## src/rtl/cieta_defs.svh

```systemverilog
// register offsets, field positions and reset values of the irq enable / tx abort block
`ifndef CIETA_DEFS_SVH
`define CIETA_DEFS_SVH
`define CIETA_OFF_RIER 12'h000
`define CIETA_OFF_TFLG 12'h004
`define CIETA_OFF_TIER 12'h008
`define CIETA_OFF_TARQ 12'h00c
`define CIETA_OFF_TAAK 12'h010
`define CIETA_OFF_STAT 12'h014
`define CIETA_OFF_CTRL 12'h018
`define CIETA_RIER_WAKEUP_IRQ_ENABLE 7
`define CIETA_RIER_STATUS_CHANGE_IRQ_ENABLE 6
`define CIETA_RIER_RSENS_HI 5
`define CIETA_RIER_RSENS_LO 4
`define CIETA_RIER_TSENS_HI 3
`define CIETA_RIER_TSENS_LO 2
`define CIETA_RIER_OVERRUN_IRQ_ENABLE 1
`define CIETA_RIER_RX_FULL_IRQ_ENABLE 0
`define CIETA_STAT_CSC 6
`define CIETA_CTRL_INIT_MODE_REQUEST 0
`define CIETA_CTRL_LISTEN 1
`define CIETA_RIER_RST 8'h00
`define CIETA_TFLG_RST 3'h7
`define CIETA_ZERO3 3'h0
`define CIETA_NBUF 3
`endif

```

## src/rtl/cieta_pkg.sv

```systemverilog
// types of the irq enable / tx abort block
package cieta_pkg;
  typedef enum logic [1:0] {
    cieta_st_ok = 2'h0,
    cieta_st_warn = 2'h1,
    cieta_st_err = 2'h2,
    cieta_st_off = 2'h3
  } cieta_estate_t;
  typedef struct packed {
    logic [2:0] sent_ok;
    logic [2:0] abort_granted;
  } cieta_txev_t;
  typedef struct packed {
    logic wakeup;
    logic error;
    logic rx;
    logic [2:0] tx;
  } cieta_irq_t;
endpackage : cieta_pkg

```

## src/rtl/cieta_top.sv

```systemverilog
// interrupt enables, status change, tx empty flags and abort handshake of a can controller
//
// Register access over APB and the placing of the registers were chosen for this implementation.
`timescale 1ns/1ps
`include "cieta_defs.svh"
module cieta_top
  import cieta_pkg::*;
(
  // clock and reset
  input wire logic i_clk,
  input wire logic i_nrst,
  // apb slave
  input wire logic i_psel,
  input wire logic i_penable,
  input wire logic i_pwrite,
  input wire logic [11:0] i_paddr,
  input wire logic [31:0] i_pwdata,
  output logic [31:0] o_prdata,
  output logic o_pready,
  output logic o_pslverr,
  // controller status
  input wire logic i_init_mode_acknowledge,
  input wire logic i_wakeup_flag,
  input wire logic i_overrun_flag,
  input wire logic i_rx_full_flag,
  input wire logic [1:0] i_rx_state_actual,
  input wire logic [1:0] i_tx_state_actual,
  // transmit scheduler
  input wire logic [2:0] i_tx_started,
  input wire logic [2:0] i_tx_failed,
  input wire cieta_txev_t i_tx_done,
  output logic [2:0] o_tx_scheduled,
  output logic [2:0] o_abort_grant,
  output logic [2:0] o_buffer_access_blocked,
  // mode and requests
  output logic o_init_mode_request,
  output logic o_listen_only,
  output cieta_irq_t o_irq
);
  logic [7:0] receive_interrupt_enable;
  logic [2:0] transmit_buffer_empty_flags;
  logic [2:0] transmit_interrupt_enable;
  logic [2:0] transmit_abort_request;
  logic [2:0] transmit_abort_acknowledge;
  logic [1:0] rx_state_sensitivity;
  logic [1:0] tx_state_sensitivity;
  logic [1:0] rx_error_state;
  logic [1:0] tx_error_state;
  logic status_change_flag;
  logic init_mode_request;
  logic listen_only;

  wire in_init = init_mode_request & i_init_mode_acknowledge;
  wire acc = i_psel & i_penable;
  wire wr = acc & i_pwrite & ~in_init;
  wire sel_rier = (i_paddr == `CIETA_OFF_RIER);
  wire sel_tflg = (i_paddr == `CIETA_OFF_TFLG);
  wire sel_tier = (i_paddr == `CIETA_OFF_TIER);
  wire sel_tarq = (i_paddr == `CIETA_OFF_TARQ);
  wire sel_taak = (i_paddr == `CIETA_OFF_TAAK);
  wire sel_stat = (i_paddr == `CIETA_OFF_STAT);
  wire sel_ctrl = (i_paddr == `CIETA_OFF_CTRL);
  wire mapped = sel_rier | sel_tflg | sel_tier | sel_tarq | sel_taak | sel_stat | sel_ctrl;

  // host clear of empty flags, dropped in listen-only mode
  wire [2:0] host_clr = (wr && sel_tflg && !listen_only) ? i_pwdata[2:0] : `CIETA_ZERO3;
  // host may only set abort requests, and only on buffers whose empty flag is clear, listen-only or not
  wire [2:0] host_abort = (wr && sel_tarq) ? i_pwdata[2:0] : `CIETA_ZERO3;
  // grant only if not started, or attempt failed
  wire [2:0] grant = transmit_abort_request & ~transmit_buffer_empty_flags
                     & (~i_tx_started | i_tx_failed);
  // sent ok or abort granted sets empty
  wire [2:0] set_empty = (i_tx_done.sent_ok | grant) & ~transmit_buffer_empty_flags;

  function automatic logic sens_hit(input logic [1:0] s, input logic [1:0] o,
                                    input logic [1:0] n);
    logic off_edge;
    logic err_edge;
    off_edge = (o == cieta_st_off) != (n == cieta_st_off);
    err_edge = off_edge | ((o == cieta_st_err) != (n == cieta_st_err));
    case (s)
      2'h3: sens_hit = (o != n);
      2'h2: sens_hit = err_edge;
      2'h1: sens_hit = off_edge;
      default: sens_hit = 1'b0;
    endcase
  endfunction : sens_hit

  // leaving tx bus-off forces receiver ok
  wire tx_leave_off = (tx_error_state == cieta_st_off) && (i_tx_state_actual != cieta_st_off);
  wire [1:0] rx_target = tx_leave_off ? cieta_st_ok :
                         ((i_tx_state_actual == cieta_st_off) ? cieta_st_off : i_rx_state_actual);
  wire csc_event = sens_hit(rx_state_sensitivity, rx_error_state, rx_target)
                 | sens_hit(tx_state_sensitivity, tx_error_state, i_tx_state_actual);
  wire csc_clr = wr && sel_stat && i_pwdata[`CIETA_STAT_CSC];

  // state fields and status change flag, untouched by init mode
  always_ff @(posedge i_clk or negedge i_nrst) begin
    if (!i_nrst) begin
      rx_error_state <= cieta_st_ok;
      tx_error_state <= cieta_st_ok;
      status_change_flag <= 1'b0;
      rx_state_sensitivity <= 2'h0;
      tx_state_sensitivity <= 2'h0;
    end else begin
      if (!status_change_flag) begin
        rx_error_state <= rx_target;
        tx_error_state <= i_tx_state_actual;
      end
      // set wins over clear
      if (!status_change_flag && csc_event) begin
        status_change_flag <= 1'b1;
      end else if (csc_clr) begin
        status_change_flag <= 1'b0;
      end
      // sensitivity written outside init only, never reset by it
      if (wr && sel_rier) begin
        rx_state_sensitivity <= i_pwdata[`CIETA_RIER_RSENS_HI:`CIETA_RIER_RSENS_LO];
        tx_state_sensitivity <= i_pwdata[`CIETA_RIER_TSENS_HI:`CIETA_RIER_TSENS_LO];
      end
    end
  end

  // control register: init request and listen-only always writable
  always_ff @(posedge i_clk or negedge i_nrst) begin
    if (!i_nrst) begin
      init_mode_request <= 1'b1;
      listen_only <= 1'b0;
    end else if (acc && i_pwrite && sel_ctrl) begin
      init_mode_request <= i_pwdata[`CIETA_CTRL_INIT_MODE_REQUEST];
      listen_only <= i_pwdata[`CIETA_CTRL_LISTEN];
    end
  end

  // enable register held at reset in init mode
  always_ff @(posedge i_clk or negedge i_nrst) begin
    if (!i_nrst) begin
      receive_interrupt_enable <= `CIETA_RIER_RST;
      transmit_interrupt_enable <= `CIETA_ZERO3;
    end else if (in_init) begin
      receive_interrupt_enable <= `CIETA_RIER_RST;
      transmit_interrupt_enable <= `CIETA_ZERO3;
    end else begin
      if (wr && sel_rier) begin
        receive_interrupt_enable <= i_pwdata[7:0];
      end
      if (wr && sel_tier) begin
        transmit_interrupt_enable <= i_pwdata[2:0];
      end
    end
  end

  // per-buffer flag, request and acknowledge
  genvar b;
  generate
    for (b = 0; b < `CIETA_NBUF; b = b + 1) begin : g_buf
      always_ff @(posedge i_clk or negedge i_nrst) begin
        if (!i_nrst) begin
          transmit_buffer_empty_flags[b] <= 1'b1;
          transmit_abort_request[b] <= 1'b0;
          transmit_abort_acknowledge[b] <= 1'b0;
        end else if (in_init) begin
          transmit_buffer_empty_flags[b] <= 1'b1;
          transmit_abort_request[b] <= 1'b0;
          transmit_abort_acknowledge[b] <= 1'b0;
        end else if (set_empty[b]) begin
          // set empty, drop request, ack only on abort
          transmit_buffer_empty_flags[b] <= 1'b1;
          transmit_abort_request[b] <= 1'b0;
          transmit_abort_acknowledge[b] <= grant[b];
        end else if (host_clr[b] && transmit_buffer_empty_flags[b]) begin
          transmit_buffer_empty_flags[b] <= 1'b0;
          transmit_abort_acknowledge[b] <= 1'b0;
        end else if (host_abort[b] && !transmit_buffer_empty_flags[b]) begin
          transmit_abort_request[b] <= 1'b1;
        end
      end
    end
  endgenerate

  assign o_tx_scheduled = listen_only ? `CIETA_ZERO3 : ~transmit_buffer_empty_flags;
  assign o_buffer_access_blocked = ~transmit_buffer_empty_flags;
  assign o_abort_grant = grant;
  assign o_init_mode_request = init_mode_request;
  assign o_listen_only = listen_only;

  assign o_irq.wakeup = i_wakeup_flag & receive_interrupt_enable[`CIETA_RIER_WAKEUP_IRQ_ENABLE];
  assign o_irq.error = (status_change_flag & receive_interrupt_enable[`CIETA_RIER_STATUS_CHANGE_IRQ_ENABLE])
                     | (i_overrun_flag & receive_interrupt_enable[`CIETA_RIER_OVERRUN_IRQ_ENABLE]);
  assign o_irq.rx = i_rx_full_flag & receive_interrupt_enable[`CIETA_RIER_RX_FULL_IRQ_ENABLE];
  assign o_irq.tx = transmit_buffer_empty_flags & transmit_interrupt_enable;

  // abort ack has no write path
  wire [31:0] rd_mux =
    sel_rier ? {24'h0, receive_interrupt_enable} :
    sel_tflg ? {29'h0, transmit_buffer_empty_flags} :
    sel_tier ? {29'h0, transmit_interrupt_enable} :
    sel_tarq ? {29'h0, transmit_abort_request} :
    sel_taak ? {29'h0, transmit_abort_acknowledge} :
    sel_stat ? {25'h0, status_change_flag, 2'h0, rx_error_state, tx_error_state} :
    sel_ctrl ? {30'h0, listen_only, init_mode_request} : 32'h0;

  assign o_pready = 1'b1;
  assign o_pslverr = acc & ~mapped;
  assign o_prdata = (acc && !i_pwrite) ? rd_mux : 32'h0;
endmodule : cieta_top
```

## config.mk

```make
export PLATFORM = sky130hd
export DESIGN_NAME = cieta_top
export DESIGN_NICKNAME = d
export VERILOG_FILES = /design/src/rtl/cieta_pkg.sv /design/src/rtl/cieta_top.sv
export VERILOG_INCLUDE_DIRS = /design/src /design/src/rtl
export SDC_FILE = /design/constraint.sdc
export NUM_CORES = 1
export LEC_CHECK = 0
export BUFFER_PORTS_ARGS = -buffer_cell sky130_fd_sc_hd__buf_2
export CAP_MARGIN = 20
export CORE_MARGIN = 1
export CORE_UTILIZATION = 41
export CTS_BUF_LIST = sky130_fd_sc_hd__clkbuf_4 sky130_fd_sc_hd__clkbuf_8
export CTS_CLUSTER_DIAMETER = 40
export CTS_CLUSTER_SIZE = 10
export DETAILED_ROUTE_END_ITERATION = 8
export PLACE_DENSITY = 0.75
export SYNTH_ARGS = -nofsm -noshare
export SYNTH_HDL_FRONTEND = slang
export SYNTH_SLANG_ARGS = --single-unit
```

## constraint.sdc

```tcl
create_clock -name i_clk -period 1.5 [get_ports i_clk]
set_input_delay 0.225 -clock i_clk [delete_from_list [all_inputs] [get_ports i_clk]]
set_output_delay 0.225 -clock i_clk [all_outputs]
set_load 0.05 [all_outputs]
```

Word level (Yosys, flattened, before mapping)
Index checks and enable logic that the tools add are counted.
- flip-flop bits (word level): 31
- memory bits (read-only): 0
- memories: 0
- output and inout bits: 51
- logic and storage cells: 162
- latch bits: 0
- memory bits (writable): 0
- divide/modulo/power cells: 0
- shift operators: 0
- bitwise operators: 29
- mux-type cells: 48
- reductions and logical operators: 37
- order comparisons: 0
- add/sub/neg operators: 0
- multipliers: 0
- eq/ne operators: 30
- operator list (kind ; number):
    12-bit by 5-bit equality test with 1-bit output, second input constant ; 3
    7-bit two-way mux ; 5
    8-bit two-way mux ; 4
    1-bit two-way mux ; 29
    12-bit by 4-bit equality test with 1-bit output, second input constant ; 2
    2-bit equality test, second input constant ; 12
    1-bit logical AND ; 18
    3-bit nonzero test ; 6
    3-bit two-way mux ; 5
    3-bit bitwise AND ; 4
    12-bit by 3-bit equality test with 1-bit output, second input constant ; 1
    12-bit logical NOT ; 1
    1-bit bitwise OR ; 10
    1-bit bitwise AND ; 9
    3-bit != test, second input constant ; 3
    1-bit logical NOT ; 6
    2-bit two-way mux ; 3
    3-bit NOT ; 2
    3-bit bitwise OR ; 2
    1-bit case mux with 3 select lines ; 2
    2-bit AND reduction ; 3
    2-bit nonzero test ; 3
    2-bit by 1-bit equality test with 1-bit output, second input constant ; 2
    1-bit != test ; 4
    other kinds (3) ; 5

Longest topological paths before layout
- depth after elaboration: 10
- depth in mapped cells: 8
- gate-level depth less buffers: 8

Worst setup path after synthesis
OpenSTA, ideal clock, no wires.
- path type: reg2out
- start: register transmit_buffer_empty_flags[2]
- end: output port o_prdata[2]
- arrival: 2.761 ns
- buffers on the path: 0
- stages on the path, launching flop included: 6
- path slack: -1.486 ns
- path through: dfstp_2 -> inv_1 -> o211ai_1 -> o21ai_0 -> o32a_1 -> nor4_1
- longest elaborated chain between the ends: 3
- ends and longest elaborated chain (item ; RTL line ; RTL):
    start, declared ; cieta_top.sv:41 ; logic [2:0] transmit_buffer_empty_flags;
    start signal, assigned by index ; cieta_top.sv:159 ; transmit_buffer_empty_flags[b] <= 1'b1;
    start signal, assigned by index ; cieta_top.sv:163 ; transmit_buffer_empty_flags[b] <= 1'b1;
    start signal, assigned by index ; cieta_top.sv:168 ; transmit_buffer_empty_flags[b] <= 1'b1;
    7-bit two-way mux ; cieta_top.sv:196 ; sel_tflg ? {29'h0, transmit_buffer_empty_flags} :
    8-bit two-way mux ; cieta_top.sv:195 ; sel_rier ? {24'h0, receive_interrupt_enable} :
    8-bit two-way mux ; cieta_top.sv:205 ; assign o_prdata = (acc && !i_pwrite) ? rd_mux : 32'h0;
    end, declared ; cieta_top.sv:18 ; output logic [31:0] o_prdata,
No other way between the ends.

Worst setup path after layout
Ends and elaborated chain as after synthesis.

==> out/metrics.cfg <==
[grt]
grt_pass1_vias=2245
grtUsageMet2=0.472
grt-ovfl-total=0
antenna_found_initial=0
busiest_layer=met2
grtUsageMet3=0.0439
track_usage=0.254
grt_max_degree=32
use_met1=0.291
grt_pass1_wl_um=10300

[critical_path]
slowest_stage=dfstp_2
worstSetupStartpoint=transmit_buffer_empty_flags[2]
r2r_setup_slack_ps=-140
regToRegStartpoint=tx_error_state[0]
path_max_fanout=2
r2r_cells=9
critPathLaunchType=register
setup.worst_path.end_class=output pin
crit_chain=inv_2 > o211ai_1 > o21ai_1 > o32a_1 > nor4_4 > buf_6
worstPathRequired_ps=1270
arrival_ps=1810
cp_slowest_stage_delay_ps=540
reg2reg_to=status_change_flag
cp-endpoint=o_prdata[2]
crit_type=register to output pin

[min_path]
holdPathStages=3
hp-start=i_pwdata[7]
hp-class=primary input to register

[yosys]
synthesis.area_um2=2090
yosysWarningCount=0
synth_area_per_cell_um2=8.64
synth_edf_count=0
seq_area_frac_synth=0.373
async_flop_share=1.00
ys_ff_latch=31
syn_inst=242
synth_cell_types=46
synthFlopType=dfrtp_1

[finish]
fillers=380
drive_gt1_frac=0.553
layout_commonest_cell=buf_4
multi_input_area_um2=1460
area_growth_pct=66.9
n_antenna_cell=0
fin_nets=443
layout_common_cells=buf_4, buf_2, buf_6
final_cells=441
seqCellArea_um2=782

[floorplan]
die_w_um=73.4
die_h_um=73.4
io_pins=120
core_um2=4820
start_util=0.434
dieArea_um2=5390
rows=25

[sta]
finalCriticalPeriod_ps=2040
setup_viol=24
finalWorstSetupSlack_ps=-540
slew_viol_final=0
clock_skew_ps=4.82
hold_viol_final=0
fmax_ghz=0.490
rsz0062_at_grt=true
tns_ps=-5100
fin_crit_sh=1.36

[job]
drv_cap=0

[power]
leakage_nw=1.69
vdd_drop_max_mv=0.530
power_density_nw_per_um2=750

[clock_tree]
clk_path_buf_depth=2
htree_levels=2
clock_sinks=31
cts_tree=built
clkLatencyLatePin_ps=290
root_buffer=clkbuf_8
clkTransAtPathRegs_ps=60
cts_made_buffers=5

[run_status]
outcome=finished, violations left
violations=setup timing

[place]
gp_congestion=0.879
io_buffers=67
dp_cells=418
dp_hpwl_um=4680

[detailed_routing]
num_vias=2240
routedWlPerCell_um=15.4
ant_nets=0
drtIter0Drc=106
wirelength_um=6800
vias_per_cell=5.08
dr.pass1.iters=4
drcViolationCount=0

[synthesized netlist by cell type, drive strengths merged (3+ instances only)]
master / instances / area (um^2)
nand2: 34 / 128
dfrtp: 27 / 676
buf: 26 / 193
nor2: 17 / 71.3
o21ai: 12 / 60.1
inv: 11 / 41.3
a21oi: 10 / 50.1
nor3: 8 / 40.0
and2: 7 / 43.8
mux2: 7 / 78.8
nor4: 6 / 73.8
a22o: 5 / 43.8
and3: 5 / 31.3
nand2b: 5 / 31.3
nand3: 5 / 25.0
o211ai: 5 / 37.5
a31oi: 4 / 25.0
clkbuf: 4 / 15.0
dfstp: 4 / 105
nor2b: 4 / 25.0
a21o: 3 / 22.5
mux2i: 3 / 30.0
o22ai: 3 / 18.8
xnor2: 3 / 26.3
[state kept, by name, indices dropped and copies added, names as in the netlist]
| name | count |
|---|---|
| tx_state_sensitivity | 2 |
| receive_interrupt_enable | 8 |
| transmit_buffer_empty_flags | 3 |
| rx_state_sensitivity | 2 |
| transmit_interrupt_enable | 3 |
| transmit_abort_acknowledge | 3 |
| o_init_mode_request | 1 |
| o_listen_only | 1 |
| tx_error_state | 2 |
| status_change_flag | 1 |
| rx_error_state | 2 |
| transmit_abort_request | 3 |
[critical path, delay by kind of cell, from the launching register on]
| kind | cells | cell delay [ps] |
|---|---|---|
| AO/OA/AOI/OAI | 3 | 480 |
| buffers and inverters | 2 | 240 |
| flip-flops | 1 | 540 |
| AND/OR/NAND/NOR | 1 | 270 |
[where the power goes]
group	internal [mW]	switching [mW]
registers	0.900	0.0800
clock network	0.436	0.312
logic	0.377	0.511
total	1.71	0.904
[routing by layer]
metal  vias to the layer above  part of all wire
met3                        12             0.045
met4                         0             0.013
li1                       1070                 -
met1                      1070              0.39
met2                        88              0.55
met5                         -                 0
[repair_timing]
action	CTS	global route
buffers inserted	10	9
resized for setup	69	34
setup endpoints to repair	32	45
hold buffers	1	0
pin swaps	18	18
hold endpoints to repair	27	0
[worst min-delay path by stage]
stage	endpoint
2_1_floorplan	o_listen_only
3_3_place_gp	receive_interrupt_enable[4]
3_5_place_dp	receive_interrupt_enable[4]
4_1_cts	receive_interrupt_enable[7]
5_1_grt	receive_interrupt_enable[7]
6_report	receive_interrupt_enable[7]
[logic make-up (layout without fill, tap and decap cells)]
family | after synthesis | in the layout | synth area share
simple gates | 99 | 99 | 0.259
flops | 31 | 31 | 0.373
compound gates | 53 | 53 | 0.166
buf+inv | 41 | 150 | 0.119
fa+ha+maj | 1 | 1 | 0.00598
mux | 10 | 10 | 0.0521
xor+xnor | 5 | 5 | 0.0209
other cells | 2 | 25 | 0.00359
[final cells by class]
type	count	area share
inverters	11	0.0136
multi-input cells	193	0.417
clock buffers	8	0.0298
well taps	67	0.0240
repair buffers	131	0.291
flip-flops and latches	31	0.224
[through the flow]
step,utilization,worst slack [ps],instance area (um^2),hold WS [ps],total power [mW]
after floorplan,-,-628,2340,-70.6,1.48
after global placement,0.605,-523,2920,265,1.70
after detailed placement,0.605,-606,2920,271,1.72
after CTS,0.695,-523,3350,151,2.57
after global routing,0.724,-598,3490,161,2.72
final,0.724,-540,3490,154,2.62
Power figures use the tool's default switching activity.
